<file path="src/trpc_pkg.sv">
// package of constants and types for the threshold relay and peak logic
// assumes a 200 MHz system clock and 16-bit signed display-scaled values
package trpc_pkg;
  localparam int unsigned VAL_W = 16;
  localparam int unsigned N_RELAY = 2;
  localparam int unsigned CNT_W = 16;
  // display span limits
  localparam logic signed [VAL_W-1:0] DISP_MIN = -16'sd999;
  localparam logic signed [VAL_W-1:0] DISP_MAX = 16'sd9999;
  // quick view window and identity splash, in milliseconds
  localparam int unsigned QUICK_MS = 5000;
  localparam int unsigned SPLASH_MS = 2000;
  localparam int unsigned CLK_MHZ = 200;
  localparam int unsigned QUICK_CYC = QUICK_MS * 1000 * CLK_MHZ;
  localparam int unsigned SPLASH_CYC = SPLASH_MS * 1000 * CLK_MHZ;
  // flash half period of the peak decimal point, in milliseconds
  localparam int unsigned FLASH_MS = 250;
  localparam int unsigned FLASH_CYC = FLASH_MS * 1000 * CLK_MHZ;
  localparam logic [1:0] RST_SYNC = 2'h0;
  // what the display shows
  typedef enum logic [2:0] {
    TRPC_SHOW_IDENT, TRPC_SHOW_VALUE, TRPC_SHOW_PEAK, TRPC_SHOW_ABOVE,
    TRPC_SHOW_BELOW, TRPC_SHOW_FAULT, TRPC_SHOW_OVERFLOW, TRPC_SHOW_THRESH
  } trpc_show_t;
  // switch policy per relay
  typedef enum logic [2:0] {
    TRPC_POL_UNUSED, TRPC_POL_ON, TRPC_POL_OFF, TRPC_POL_IN, TRPC_POL_OUT
  } trpc_policy_t;
  // fault action per relay
  typedef enum logic [1:0] {
    TRPC_FLT_KEEP, TRPC_FLT_ON, TRPC_FLT_OFF
  } trpc_fault_t;
endpackage

</file>
<file path="src/trpc_peak.sv">
// peak detector with timed hold for the panel meter
// assumes one value per sample strobe and a timebase tick for hold timing
`timescale 1ns/1ps
`default_nettype none
module trpc_peak (
  input wire logic clk_i,
  input wire logic rst_b_i,
  input wire logic sample_i,
  input wire logic signed [trpc_pkg::VAL_W-1:0] value_i,
  input wire logic [trpc_pkg::VAL_W-1:0] peak_minimum_swing_i,
  input wire logic [trpc_pkg::CNT_W-1:0] hold_ticks_i,
  input wire logic peak_display_style_i,
  input wire logic tick_i,
  input wire logic escape_i,
  output logic signed [trpc_pkg::VAL_W-1:0] peak_value_o,
  output logic peak_showing_o
);
  logic signed [trpc_pkg::VAL_W-1:0] top_reg, top_next;
  logic signed [trpc_pkg::VAL_W-1:0] peak_reg, peak_next;
  logic [trpc_pkg::CNT_W-1:0] hold_reg, hold_next;
  logic show_reg, show_next;
  logic signed [trpc_pkg::VAL_W:0] drop;
  logic found;

  // rise then fall by the minimum swing marks a peak
  always_comb begin
    drop = {top_reg[trpc_pkg::VAL_W-1], top_reg} - {value_i[trpc_pkg::VAL_W-1], value_i};
    found = sample_i && (drop >= $signed({1'b0, peak_minimum_swing_i}));
    top_next = top_reg;
    if (sample_i) begin
      if (found || value_i > top_reg) begin
        top_next = value_i;
      end
    end
    peak_next = peak_reg;
    hold_next = hold_reg;
    show_next = show_reg;
    if (found && (hold_ticks_i != '0 || peak_display_style_i)) begin
      peak_next = top_reg;
      hold_next = '0;
      show_next = 1'b1;
    end else if (show_reg) begin
      if (hold_ticks_i == '0) begin
        if (escape_i || !peak_display_style_i) begin
          show_next = 1'b0;
        end
      end else if (tick_i) begin
        hold_next = hold_reg + 1'b1;
        if (hold_reg + 1'b1 >= hold_ticks_i) begin
          show_next = 1'b0;
        end
      end
    end
  end

  // state registers
  always_ff @(posedge clk_i or negedge rst_b_i) begin
    if (!rst_b_i) begin
      top_reg <= '0;
      peak_reg <= '0;
      hold_reg <= '0;
      show_reg <= 1'b0;
    end else begin
      top_reg <= top_next;
      peak_reg <= peak_next;
      hold_reg <= hold_next;
      show_reg <= show_next;
    end
  end

  assign peak_value_o = peak_reg;
  assign peak_showing_o = show_reg;
endmodule
`default_nettype wire

</file>
<file path="src/trpc_relay.sv">
// one relay channel: zone decision, hysteresis, on and off delays, fault action
// assumes a timebase tick chosen by the time unit setting
`timescale 1ns/1ps
`default_nettype none
module trpc_relay (
  input wire logic clk_i,
  input wire logic rst_b_i,
  input wire logic signed [trpc_pkg::VAL_W-1:0] value_i,
  input wire logic fault_i,
  input wire logic tick_i,
  input wire trpc_pkg::trpc_policy_t policy_i,
  input wire trpc_pkg::trpc_fault_t fault_relay_action_i,
  input wire logic signed [trpc_pkg::VAL_W-1:0] primary_threshold_i,
  input wire logic signed [trpc_pkg::VAL_W-1:0] second_threshold_i,
  input wire logic [trpc_pkg::VAL_W-1:0] hysteresis_width_i,
  input wire logic [trpc_pkg::CNT_W-1:0] activation_delay_i,
  input wire logic [trpc_pkg::CNT_W-1:0] release_delay_i,
  output logic relay_o
);
  logic relay_reg, relay_next;
  logic [trpc_pkg::CNT_W-1:0] cnt_reg, cnt_next;
  logic signed [trpc_pkg::VAL_W+1:0] v, lo, hi, h;
  logic in_a, out_b, want, decided;
  logic [trpc_pkg::CNT_W-1:0] dly;

  // zone classification against the border values
  always_comb begin
    v = {{2{value_i[trpc_pkg::VAL_W-1]}}, value_i};
    h = {2'b00, hysteresis_width_i};
    if (primary_threshold_i <= second_threshold_i || policy_i == trpc_pkg::TRPC_POL_ON ||
        policy_i == trpc_pkg::TRPC_POL_OFF) begin
      lo = {{2{primary_threshold_i[trpc_pkg::VAL_W-1]}}, primary_threshold_i};
      hi = {{2{second_threshold_i[trpc_pkg::VAL_W-1]}}, second_threshold_i};
    end else begin
      lo = {{2{second_threshold_i[trpc_pkg::VAL_W-1]}}, second_threshold_i};
      hi = {{2{primary_threshold_i[trpc_pkg::VAL_W-1]}}, primary_threshold_i};
    end
    in_a = 1'b0;
    out_b = 1'b0;
    case (policy_i)
      // one threshold: zone A above threshold plus hysteresis
      trpc_pkg::TRPC_POL_ON, trpc_pkg::TRPC_POL_OFF: begin
        in_a = v > lo + h;
        out_b = v < lo - h;
      end
      // two thresholds: zone A between them, one hysteresis for both
      trpc_pkg::TRPC_POL_IN, trpc_pkg::TRPC_POL_OUT: begin
        in_a = (v > lo + h) && (v < hi - h);
        out_b = (v < lo - h) || (v > hi + h);
      end
      default: begin
        in_a = 1'b0;
        out_b = 1'b0;
      end
    endcase
    decided = in_a || out_b;
    want = in_a ? (policy_i == trpc_pkg::TRPC_POL_ON || policy_i == trpc_pkg::TRPC_POL_IN)
                : (policy_i == trpc_pkg::TRPC_POL_OFF || policy_i == trpc_pkg::TRPC_POL_OUT);
    dly = want ? activation_delay_i : release_delay_i;
  end

  // delay counter and relay state
  always_comb begin
    relay_next = relay_reg;
    cnt_next = '0;
    if (policy_i == trpc_pkg::TRPC_POL_UNUSED) begin
      relay_next = 1'b0;
    end else if (fault_i) begin
      case (fault_relay_action_i)
        trpc_pkg::TRPC_FLT_ON: relay_next = 1'b1;
        trpc_pkg::TRPC_FLT_OFF: relay_next = 1'b0;
        default: relay_next = relay_reg;
      endcase
    end else if (decided && want != relay_reg) begin
      cnt_next = cnt_reg;
      if (dly == '0) begin
        relay_next = want;
        cnt_next = '0;
      end else if (tick_i) begin
        cnt_next = cnt_reg + 1'b1;
        if (cnt_reg + 1'b1 >= dly) begin
          relay_next = want;
          cnt_next = '0;
        end
      end
    end
    // leaving the zone early drops the count, so the relay holds
  end

  // registers; relay starts released
  always_ff @(posedge clk_i or negedge rst_b_i) begin
    if (!rst_b_i) begin
      relay_reg <= 1'b0;
      cnt_reg <= '0;
    end else begin
      relay_reg <= relay_next;
      cnt_reg <= cnt_next;
    end
  end

  assign relay_o = relay_reg;
endmodule
`default_nettype wire

</file>
<file path="src/trpc_top.sv">
// panel meter decision logic: range warnings, peak hold, relays and quick view
// assumes measurement values arrive with a sample strobe on clk_i
// Operation
// - at power-up show identity and version, then go to measuring
// - out of permissible range shows above or below range warning
// - sensor fault shows the sensor fault warning instead of value
// - in range but outside -999..9999 shows the display overflow warning; code shows the peak instead while one is held
// - up or down key shows thresholds; next press within 5 s advances
// - measuring and outputs keep running during configuration
// - peak counts only after a rise then a fall of the minimum swing
// - peak held for display time; new peak replaces and restarts timer
// - when hold expires with no new peak, live value shows again
// - zero time: latch style holds until escape, live style no hold
// - rightmost decimal point flashes while a peak is shown
// - each relay follows live value or peak value by choice
// - policy selects relay unused, one threshold or two thresholds
// - relay changes only past a border held longer than the delay
// - zero delays switch the relay at once on crossing a border
// - positive delays: on after activation delay, off after release
// - shorter stay in a zone than the delay keeps relay state
// - one threshold: relay on or off in zone A, opposite in B
// - fault action forces relay on, off or leaves it alone
// - two thresholds: on inside or outside per policy, off otherwise
// - zone between thresholds found whichever threshold is larger
// - one hysteresis, delay pair, policy, fault action per relay; one time unit tick shared by both
`timescale 1ns/1ps
`default_nettype none
module trpc_top (
  input wire logic clk_i,
  input wire logic rst_b_i,
  input wire logic sample_i,
  input wire logic signed [trpc_pkg::VAL_W-1:0] value_i,
  input wire logic above_range_i,
  input wire logic below_range_i,
  input wire logic sensor_fault_i,
  input wire logic key_up_i,
  input wire logic key_down_i,
  input wire logic key_escape_i,
  input wire logic unit_tick_i,
  input wire logic [trpc_pkg::VAL_W-1:0] peak_minimum_swing_i,
  input wire logic [trpc_pkg::CNT_W-1:0] hold_ticks_i,
  input wire logic peak_display_style_i,
  input wire logic [trpc_pkg::N_RELAY-1:0] follow_peak_i,
  input wire logic [trpc_pkg::N_RELAY*3-1:0] policy_i,
  input wire logic [trpc_pkg::N_RELAY*2-1:0] fault_relay_action_i,
  input wire logic [trpc_pkg::N_RELAY*trpc_pkg::VAL_W-1:0] primary_threshold_i,
  input wire logic [trpc_pkg::N_RELAY*trpc_pkg::VAL_W-1:0] second_threshold_i,
  input wire logic [trpc_pkg::N_RELAY*trpc_pkg::VAL_W-1:0] hysteresis_width_i,
  input wire logic [trpc_pkg::N_RELAY*trpc_pkg::CNT_W-1:0] activation_delay_i,
  input wire logic [trpc_pkg::N_RELAY*trpc_pkg::CNT_W-1:0] release_delay_i,
  output logic [trpc_pkg::N_RELAY-1:0] relay_o,
  output logic [trpc_pkg::N_RELAY-1:0] led_o,
  output logic [2:0] show_o,
  output logic signed [trpc_pkg::VAL_W-1:0] display_value_o,
  output logic [1:0] view_index_o,
  output logic above_range_flag_o,
  output logic below_range_flag_o,
  output logic display_overflow_flag_o,
  output logic sensor_fault_flag_o,
  output logic decimal_point_o
);
  logic [1:0] sync_reg;
  logic rst_b;
  logic signed [trpc_pkg::VAL_W-1:0] live_reg, live_next;
  logic hi_reg, hi_next, lo_reg, lo_next, ov_reg, ov_next, se_reg, se_next;
  logic [31:0] splash_reg, splash_next;
  logic [31:0] quick_reg, quick_next;
  logic [1:0] view_reg, view_next;
  logic quick_on_reg, quick_on_next;
  logic keys_reg, keys_next;
  logic [31:0] flash_reg, flash_next;
  logic dp_reg, dp_next;
  logic [2:0] show_reg, show_next;
  logic signed [trpc_pkg::VAL_W-1:0] disp_reg, disp_next;
  logic signed [trpc_pkg::VAL_W-1:0] peak_value;
  logic peak_showing;
  logic range_fault;
  logic key_edge;

  // reset release through two flip-flops
  always_ff @(posedge clk_i or negedge rst_b_i) begin
    if (!rst_b_i) begin
      sync_reg <= trpc_pkg::RST_SYNC;
    end else begin
      sync_reg <= {sync_reg[0], 1'b1};
    end
  end
  assign rst_b = sync_reg[1];

  // range classification of each sample, kept in flags
  always_comb begin
    live_next = live_reg;
    hi_next = hi_reg;
    lo_next = lo_reg;
    ov_next = ov_reg;
    se_next = se_reg;
    if (sample_i) begin
      live_next = value_i;
      se_next = sensor_fault_i;
      hi_next = above_range_i && !sensor_fault_i;
      lo_next = below_range_i && !above_range_i && !sensor_fault_i;
      ov_next = !above_range_i && !below_range_i && !sensor_fault_i &&
                (value_i < trpc_pkg::DISP_MIN || value_i > trpc_pkg::DISP_MAX);
    end
  end

  // measurement registers, never stalled by configuration
  always_ff @(posedge clk_i or negedge rst_b) begin
    if (!rst_b) begin
      live_reg <= '0;
      hi_reg <= 1'b0;
      lo_reg <= 1'b0;
      ov_reg <= 1'b0;
      se_reg <= 1'b0;
    end else begin
      live_reg <= live_next;
      hi_reg <= hi_next;
      lo_reg <= lo_next;
      ov_reg <= ov_next;
      se_reg <= se_next;
    end
  end

  assign range_fault = hi_reg || lo_reg || se_reg;

  // peak detection and hold
  trpc_peak u_peak (
    .clk_i(clk_i),
    .rst_b_i(rst_b),
    .sample_i(sample_i && !range_fault),
    .value_i(value_i),
    .peak_minimum_swing_i(peak_minimum_swing_i),
    .hold_ticks_i(hold_ticks_i),
    .peak_display_style_i(peak_display_style_i),
    .tick_i(unit_tick_i),
    .escape_i(key_escape_i),
    .peak_value_o(peak_value),
    .peak_showing_o(peak_showing)
  );

  // one relay channel per output
  genvar g;
  generate
    for (g = 0; g < trpc_pkg::N_RELAY; g++) begin : g_relay
      logic signed [trpc_pkg::VAL_W-1:0] src;
      // relay source: live or peak value
      assign src = (follow_peak_i[g] && peak_showing) ? peak_value : live_reg;
      trpc_relay u_relay (
        .clk_i(clk_i),
        .rst_b_i(rst_b),
        .value_i(src),
        .fault_i(range_fault),
        .tick_i(unit_tick_i),
        .policy_i(trpc_pkg::trpc_policy_t'(policy_i[g*3 +: 3])),
        .fault_relay_action_i(trpc_pkg::trpc_fault_t'(fault_relay_action_i[g*2 +: 2])),
        .primary_threshold_i(primary_threshold_i[g*trpc_pkg::VAL_W +: trpc_pkg::VAL_W]),
        .second_threshold_i(second_threshold_i[g*trpc_pkg::VAL_W +: trpc_pkg::VAL_W]),
        .hysteresis_width_i(hysteresis_width_i[g*trpc_pkg::VAL_W +: trpc_pkg::VAL_W]),
        .activation_delay_i(activation_delay_i[g*trpc_pkg::CNT_W +: trpc_pkg::CNT_W]),
        .release_delay_i(release_delay_i[g*trpc_pkg::CNT_W +: trpc_pkg::CNT_W]),
        .relay_o(relay_o[g])
      );
      assign led_o[g] = relay_o[g];
    end
  endgenerate

  // splash timer, quick view of thresholds and decimal point flash
  always_comb begin
    keys_next = key_up_i || key_down_i;
    key_edge = keys_next && !keys_reg;
    splash_next = splash_reg;
    if (splash_reg < trpc_pkg::SPLASH_CYC) begin
      splash_next = splash_reg + 32'h1;
    end
    quick_on_next = quick_on_reg;
    quick_next = quick_reg;
    view_next = view_reg;
    if (splash_reg >= trpc_pkg::SPLASH_CYC) begin
      if (key_edge) begin
        if (quick_on_reg) begin
          view_next = (view_reg + 2'h1 >= 2'(trpc_pkg::N_RELAY)) ? 2'h0 : view_reg + 2'h1;
        end else begin
          view_next = 2'h0;
        end
        quick_on_next = 1'b1;
        quick_next = '0;
      end else if (quick_on_reg) begin
        quick_next = quick_reg + 32'h1;
        if (quick_reg + 32'h1 >= trpc_pkg::QUICK_CYC) begin
          quick_on_next = 1'b0;
        end
      end
    end
    flash_next = '0;
    dp_next = 1'b0;
    if (peak_showing) begin
      flash_next = flash_reg + 32'h1;
      dp_next = dp_reg;
      if (flash_reg + 32'h1 >= trpc_pkg::FLASH_CYC) begin
        flash_next = '0;
        dp_next = !dp_reg;
      end
    end
  end

  // display selection in priority order
  always_comb begin
    show_next = 3'(trpc_pkg::TRPC_SHOW_VALUE);
    disp_next = live_reg;
    if (splash_reg < trpc_pkg::SPLASH_CYC) begin
      show_next = 3'(trpc_pkg::TRPC_SHOW_IDENT);
      disp_next = '0;
    end else if (quick_on_reg) begin
      show_next = 3'(trpc_pkg::TRPC_SHOW_THRESH);
      disp_next = primary_threshold_i[view_reg*trpc_pkg::VAL_W +: trpc_pkg::VAL_W];
    end else if (se_reg) begin
      show_next = 3'(trpc_pkg::TRPC_SHOW_FAULT);
    end else if (hi_reg) begin
      show_next = 3'(trpc_pkg::TRPC_SHOW_ABOVE);
    end else if (lo_reg) begin
      show_next = 3'(trpc_pkg::TRPC_SHOW_BELOW);
    end else if (peak_showing) begin
      show_next = 3'(trpc_pkg::TRPC_SHOW_PEAK);
      disp_next = peak_value;
    end else if (ov_reg) begin
      show_next = 3'(trpc_pkg::TRPC_SHOW_OVERFLOW);
    end
  end

  // ui and display registers
  always_ff @(posedge clk_i or negedge rst_b) begin
    if (!rst_b) begin
      keys_reg <= 1'b0;
      splash_reg <= '0;
      quick_reg <= '0;
      quick_on_reg <= 1'b0;
      view_reg <= 2'h0;
      flash_reg <= '0;
      dp_reg <= 1'b0;
      show_reg <= 3'(trpc_pkg::TRPC_SHOW_IDENT);
      disp_reg <= '0;
    end else begin
      keys_reg <= keys_next;
      splash_reg <= splash_next;
      quick_reg <= quick_next;
      quick_on_reg <= quick_on_next;
      view_reg <= view_next;
      flash_reg <= flash_next;
      dp_reg <= dp_next;
      show_reg <= show_next;
      disp_reg <= disp_next;
    end
  end

  assign show_o = show_reg;
  assign display_value_o = disp_reg;
  assign view_index_o = view_reg;
  assign above_range_flag_o = hi_reg;
  assign below_range_flag_o = lo_reg;
  assign display_overflow_flag_o = ov_reg;
  assign sensor_fault_flag_o = se_reg;
  assign decimal_point_o = dp_reg;
endmodule
`default_nettype wire

</file>
<file path="config.mk">
export PLATFORM = sky130hd
export DESIGN_NAME = trpc_top
export DESIGN_NICKNAME = d
export VERILOG_FILES = /design/src/trpc_pkg.sv /design/src/trpc_peak.sv /design/src/trpc_relay.sv /design/src/trpc_top.sv
export SDC_FILE = /design/constraint.sdc
export NUM_CORES = 1
export LEC_CHECK = 0
export ABC_AREA = 1
export BUFFER_PORTS_ARGS = -buffer_cell sky130_fd_sc_hd__buf_2
export CELL_PAD_IN_SITES_DETAIL_PLACEMENT = 2
export CELL_PAD_IN_SITES_GLOBAL_PLACEMENT = 2
export CORE_ASPECT_RATIO = 1.4
export CORE_UTILIZATION = 31
export DETAILED_ROUTE_END_ITERATION = 10
export PLACE_DENSITY = 0.78
export SLEW_MARGIN = 15
export SYNTH_ARGS = -nofsm -noshare
export SYNTH_HDL_FRONTEND = slang
export SYNTH_HIERARCHICAL = 1
export SYNTH_SLANG_ARGS = --single-unit
</file>
<file path="constraint.sdc">
create_clock -name clk_i -period 6.5 [get_ports clk_i]
set_input_delay 1.3 -clock clk_i [delete_from_list [all_inputs] [get_ports clk_i]]
set_output_delay 1.3 -clock clk_i [all_outputs]
set_load 0.05 [all_outputs]
</file>
Word-level counts from Yosys, hierarchy flattened --
Cells that the tools add are included.
Word-level totals: register bits after elaboration 225, input port bits 231, output and inout port bits 30, logic and storage cells 223
Cells by class: $add $sub $neg 16, magnitude comparators 22, equality and inequality tests 20, shift operators 1, mux-type cells 74, reduce and logical (&&, ||, !) cells 67
Operators with widths (number):
- two-way mux 16 bit | 26
- two-way mux 32 bit | 4
- adder 32 x 1 -> 32 bit (second input constant) | 3
- adder 18 x 17 -> 18 bit | 4
- greater-than comparator 16 x 18 -> 1 bit | 4
- less-than comparator 16 x 18 -> 1 bit | 4
- two-way mux 18 bit | 4
- subtractor 18 x 17 -> 18 bit | 4
- adder 16 x 1 -> 16 bit (second input constant) | 3
- greater-or-equal comparator 16 bit | 3
- logical NOT 16 bit | 3
- greater-or-equal comparator 32 x 26 -> 1 bit (second input constant) | 1
- greater-or-equal comparator 32 x 29 -> 1 bit (second input constant) | 1
- greater-or-equal comparator 32 x 30 -> 1 bit (second input constant) | 1
- less-or-equal comparator 16 bit | 2
- less-than comparator 32 x 29 -> 1 bit (second input constant) | 1
- variable part select 32 x 7 -> 16 bit | 1
- two-way mux 1 bit | 25
- two-way mux 3 bit | 7
- logical OR 1 bit | 19
- greater-or-equal comparator 17 bit | 1
- subtractor 16 x 16 -> 17 bit | 1
- greater-than comparator 16 x 15 -> 1 bit (second input constant) | 1
- greater-than comparator 16 bit | 1
- 26 further kinds | 76

Logic depth before layout (Yosys ltp) --
depth in word-level cells 17, gate-level depth with buffers 55, mapped depth without buffers 54

Cells and area by module --
The synthesis kept the hierarchy.
By module, submodules not included:
- trpc_top | instances 1, cells an instance 1205, area each 8464.4 sq um, sequential area each 3553.4 sq um
- trpc_relay (g_relay[0].u_relay) | instances 1, cells an instance 1142, area each 7319.5 sq um, sequential area each 425.4 sq um
- trpc_relay (g_relay[1].u_relay) | instances 1, cells an instance 1093, area each 7011.7 sq um, sequential area each 425.4 sq um
- trpc_peak | instances 1, cells an instance 585, area each 4117.7 sq um, sequential area each 1226.2 sq um

Worst setup path before layout --
OpenSTA, ideal clock, no wires.
path type input-to-reg, start point in second_threshold_i[3] (netlist name), end point reg g_relay[0].u_relay/cnt_reg[0] (netlist name), library setup time 0.086 ns, data arrival time 8.915 ns, required time 6.414 ns, setup slack -2.501 ns, stages on the path 48, path buffers 2, path through inv_1 ha_1 nand2_1 inv_1 a221oi_1 o221ai_1 a21oi_1 nor2_1 o31ai_2 clkbuf_1 nand2_1 o21ai_0 inv_1 ha_1 fa_1 o31ai_1 a21o_1 a21oi_1 (+12 left out) nand2_1 nand2_1 nand3_1 nand2_1 nand3_2 nand2_4 buf_6 nand2_1 nand2_1 inv_1 ha_1 nand2_1 a21oi_1 a211oi_1 o221ai_1 a2111oi_1 nand3_2 o21ai_0
On the way: cells in the longest elaborated chain, start to end 17, elaborated cells between the ends (all ways) 31, those cells by class add/sub: 4; order compare: 6; eq/ne: 2; mux: 12; reduce/logical: 7
Ends and longest elaborated chain:
- start, declared | RTL line trpc_top.sv:47 | input wire logic [trpc_pkg::N_RELAY*trpc_pkg::VAL_W-1:0] second_threshold_i,
- less-or-equal comparator 16 bit | RTL line trpc_relay.sv:30 | if (primary_threshold_i <= second_threshold_i || policy_i == trpc_pkg::TRPC_POL_ON ||
- logical OR 1 bit (2 in a row) | RTL line trpc_relay.sv:30
- two-way mux 18 bit | RTL line trpc_relay.sv:30
- adder 18 x 17 -> 18 bit / subtractor 18 x 17 -> 18 bit (equally long branches) | RTL line trpc_relay.sv:43, trpc_relay.sv:48
- greater-than comparator 16 x 18 -> 1 bit / less-than comparator 16 x 18 -> 1 bit (equally long branches) | RTL line trpc_relay.sv:43, trpc_relay.sv:48
- logical AND 1 bit | RTL line trpc_relay.sv:48 | in_a = (v > lo + h) && (v < hi - h);
- one-hot mux 1 bit (2 select lines) | RTL line trpc_relay.sv:40 | case (policy_i)
- two-way mux 1 bit | RTL line trpc_relay.sv:57 | want = in_a ? (policy_i == trpc_pkg::TRPC_POL_ON || policy_i == trpc_pkg::TRPC_POL_IN)
- two-way mux 16 bit | RTL line trpc_relay.sv:59 | dly = want ? activation_delay_i : release_delay_i;
- greater-or-equal comparator 16 bit | RTL line trpc_relay.sv:81 | if (cnt_reg + 1'b1 >= dly) begin
- two-way mux 16 bit | RTL line trpc_relay.sv:81
- two-way mux 16 bit | RTL line trpc_relay.sv:79 | end else if (tick_i) begin
- two-way mux 16 bit | RTL line trpc_relay.sv:76 | if (dly == '0) begin
- two-way mux 16 bit | RTL line trpc_relay.sv:74 | end else if (decided && want != relay_reg) begin
- two-way mux 16 bit | RTL line trpc_relay.sv:68 | end else if (fault_i) begin
- two-way mux 16 bit | RTL line trpc_relay.sv:66 | if (policy_i == trpc_pkg::TRPC_POL_UNUSED) begin
- end signal, assigned | RTL line trpc_relay.sv:97 | cnt_reg <= cnt_next;
- end, declared | RTL line trpc_relay.sv:21 | logic [trpc_pkg::CNT_W-1:0] cnt_reg, cnt_next;
Several ways; a longest one is shown, not always the timed one. The select of a mux whose other input is x is not followed. A chain may end at the register's enable or synchronous reset.

Worst setup path after layout --
start point in second_threshold_i[31] (netlist name), end point reg g_relay[1].u_relay.relay_reg
On the way: cells in the longest elaborated chain, start to end 15, elaborated cells between the ends (all ways) 34, those cells by class add/sub: 4; order compare: 6; eq/ne: 1; mux: 12; reduce/logical: 11
Ends and longest elaborated chain:
- parallel branches: the longest is 15 deep, another holds adder 18 x 17 -> 18 bit
- end signal, assigned | RTL line trpc_relay.sv:96 | relay_reg <= relay_next;
- end, declared | RTL line trpc_relay.sv:20 | logic relay_reg, relay_next;
Parallel ways; which one is timed is not known. The select of a mux whose other input is x is not followed.

==> flow_metrics.py <==
metrics = {
    "cells_and_area": {
        "synthToLayoutAreaGrowth_pct": 43.06,
        "final_cell_count_without_fillers": 6062,
        "num-nets-final": 5565,
        "nFillCells": 9899,
        "drive_above_1_share_pct": 30.04,
    },
    "synthesis": {
        "ys_warn_count": 6,
        "synth-seq-area-share_pct": 20.92,
        "ys_dominant_reg_cell": "sky130_fd_sc_hd__dfrtp_1",
        "ys_types": 62,
        "synth_common_cells": "975 x sky130_fd_sc_hd__nand2_1, 590 x sky130_fd_sc_hd__inv_1, 395 x sky130_fd_sc_hd__ha_1, 394 x sky130_fd_sc_hd__nor2_1, 289 x sky130_fd_sc_hd__o21ai_0",
        "asyncSetResetFlopFracSynth_pct": 100.0,
        "synth-edff-count": 0,
        "synth_area_sq_um": 26910,
        "avgSynthCellArea_sq_um": 6.687,
        "post_synth_inst_count": 4025,
        "post-synth-top-area-cell": "sky130_fd_sc_hd__dfrtp_1",
        "ys_top_cells_by_area": "sky130_fd_sc_hd__dfrtp_1 21%, sky130_fd_sc_hd__ha_1 18%, sky130_fd_sc_hd__nand2_1 14%",
        "post-synth-top-area-fraction_pct": 20.92,
        "leading_cell_type_by_number_of_instances_after_synthesis": "sky130_fd_sc_hd__nand2_1",
        "postSynthRegisterBits": 225,
    },
    "clocking": {
        "cts_sinks": 225,
        "clockBufferDepth": 3,
        "htree_num_levels": 1,
        "cts_hold_repair.buffers": 0,
        "clkTransAtPathRegs_ns": 0.07,
        "cts.root.buffer_cell": "sky130_fd_sc_hd__clkbuf_16",
        "cts_tree": "done",
        "cts-buffers-inserted": 28,
        "clock_latency_ns": 0.65,
    },
    "timing": {
        "setup_ws_final_ns": -2.876,
        "clock_skew_ns": 0.04638,
        "slew_viol_final": 5,
        "period_minus_slack_ns": 9.376,
        "fmaxAchievable_mhz": 106.7,
        "slew_headroom_pct": -30.97,
        "final-setup-viol-count": 34,
        "final.period_utilization_pct": 144.3,
        "whs_ns": 0.2931,
        "max_slew.worst_pin.slew_ns": 1.944,
        "hold_fails_final_rpt": 0,
        "grt_setup_unrepaired": "true",
    },
    "routing": {
        "drt-initial-drc-count": 2596,
        "drt.antenna.violating_nets": 0,
        "drt_first_pass_iters": 8,
        "routed-via-count": 36800,
        "vias_per_std_cell": 6.070,
        "remaining_drc_errors": 0,
        "wl_um": 202600,
        "wl_per_cell_um": 33.42,
    },
    "job": {
        "drv_cap": 1,
    },
    "grt": {
        "antenna_found_initial": 27,
        "grt_first_pass_wirelength_um": 255200,
        "globalRoute.totalOverflow": 0,
        "grtUsageTotal_pct": 38.23,
        "grt_max_degree": 137,
        "via_count_of_the_first_global_routing_pass": 40070,
    },
    "floorplanning": {
        "std_cell_rows": 127,
        "starting_density_of_the_core_pct": 31.36,
        "chipWidth_um": 251.0,
        "floorplan_die_height_um": 350.6,
        "overall_die_area_sq_um": 88020,
        "top_level_i_o_count": 261,
        "area_inside_the_core_boundary_sq_um": 85810,
    },
    "pwr": {
        "power_mw": 11.98,
        "leakagePower_nw": 19.94,
        "powerDensity_nw_per_um2": 311.3,
        "vdd_drop_max_mv": 0.2435,
    },
    "placed_design": {
        "dp.final_hpwl_um": 106400,
        "placed_cells_incl_taps": 5857,
        "globalplace.congestion": 0.9040,
        "port_buffers": 260,
    },
    "critical_path": {
        "worst_path_most_repeated_cell": "sky130_fd_sc_hd__nand2_2",
        "critical_path_required_ns": 7.00,
        "worst_setup_path_start_kind": "input port",
        "kind_of_critical_path": "in -> reg",
        "critPathArrivalTime_ns": 9.87,
        "critical_path.max_stage_delay_ns": 0.70,
        "worstSetupEndpointType": "flip-flop",
        "crit_slowest_cell": "sky130_fd_sc_hd__xor2_1",
        "critical_path_peak_fanout": 6,
    },
    "status": {
        "outcome": "finished, violations left",
        "violations": "max-capacitance violations, max-slew violations, negative setup slack",
    },
    "min_path": {
        "hold_path.class": "reg -> async",
    },
}
==> critical path, delay by kind of cell <==
family	cells	cell delay (ns)
fa+ha+maj	5	1.46
compound gates	10	2.31
simple gates	22	2.72
buf+inv	9	1.32
xor+xnor	1	0.70
==> per-stage QoR <==
step | setup slack, ns | TNS, ns | util (%) | instance area, sq um
finish | -2.876 | -87.24 | 44.87 | 38500
global route | -2.917 | -89.20 | 44.85 | 38480
CTS | -1.443 | -46.72 | 43.06 | 36950
detailed placement | -2.891 | -91.76 | 39.43 | 33830
global placement | -2.395 | -76.88 | 39.43 | 33830
floorplan | -1.482 | -43.11 | - | 27420
==> power breakdown <==
| group | total (mW) | internal (mW) | leakage [nW] | switching, mW |
|---|---|---|---|---|
| logic | 8.32 | 3.04 | 16.5 | 5.28 |
| registers | 1.79 | 1.54 | 2.99 | 0.248 |
| clock network | 1.87 | 1.04 | 0.491 | 0.836 |
==> kinds of logic after synthesis <==
kind of cell	synth area share, %
DFF	20.92
and+or+nand+nor	27.83
adders and majority gates	19.03
buffers and inverters	9.977
muxes	0.03719
other	0.02790
AOI/OAI and AO/OA	14.63
xor gates and xnor gates	7.550
==> worst paths after layout <==
kind | start | endpoint | slack [ns] | cells after the start
worst min-delay path | sync_reg[1] | u_peak/hold_reg[10] | 0.29 | 0
max in group asynchronous | sync_reg[1] | g_relay[1].u_relay/relay_o | 4.82 | 1
min in group clk_i | sync_reg[0] | sync_reg[1] | 0.35 | 0
worst max register to register | u_peak/peak_showing_o | g_relay[0].u_relay/cnt_reg[11] | -0.99 | 26
worst max-delay path | second_threshold_i[31] | g_relay[1].u_relay/relay_o | -2.88 | 47
worst min register to register | sync_reg[1] | u_peak/hold_reg[10] | 0.29 | 0
==> cell type report <==
cell class / instances / area, sq um / area share [%]
multi-input cells: 3122 / 21140 / 54.91
inverters: 597 / 2291 / 5.950
well taps: 1096 / 1371 / 3.562
clock buffers: 33 / 759.5 / 1.973
repair buffers: 956 / 7025 / 18.25
clock inverters: 17 / 240.2 / 0.6239
flip-flops and latches: 225 / 5634 / 14.63
diodes: 16 / 40.04 / 0.1040
==> timing repair <==
action	in CTS	in global routing
pin swaps	136	137
buffers inserted	88	43
setup endpoints to repair	34	34
gates resized for setup	313	247
gates cloned	9	4
==> metal layers <==
layer  track usage (%)  up-vias  wire length, um
li1                  -    14930                -
met1             37.13    18300            66670
met2             69.76     2231            96840
met3             7.434     1317            15420
met4             32.08       14            23580
met5           0.05495        -               88
==> cells in the final DEF (no fill, tap or decap), types with 58 or more instances in the layout <==
master | synthesis | layout
sky130_fd_sc_hd__nand2_1 | 975 | 908
sky130_fd_sc_hd__inv_1 | 590 | 544
sky130_fd_sc_hd__a21oi_1 | 254 | 190
sky130_fd_sc_hd__ha_1 | 395 | 338
sky130_fd_sc_hd__nand2_2 | 9 | 58
sky130_fd_sc_hd__buf_4 | 4 | 650
sky130_fd_sc_hd__dfrtp_1 | 225 | 224
sky130_fd_sc_hd__nand3_1 | 184 | 147
sky130_fd_sc_hd__o21ai_0 | 289 | 225
sky130_fd_sc_hd__nand4_1 | 74 | 74
sky130_fd_sc_hd__nor2_1 | 394 | 361
sky130_fd_sc_hd__buf_2 | 19 | 249
sky130_fd_sc_hd__xor2_1 | 203 | 198
(Power assumes the default switching activity.)
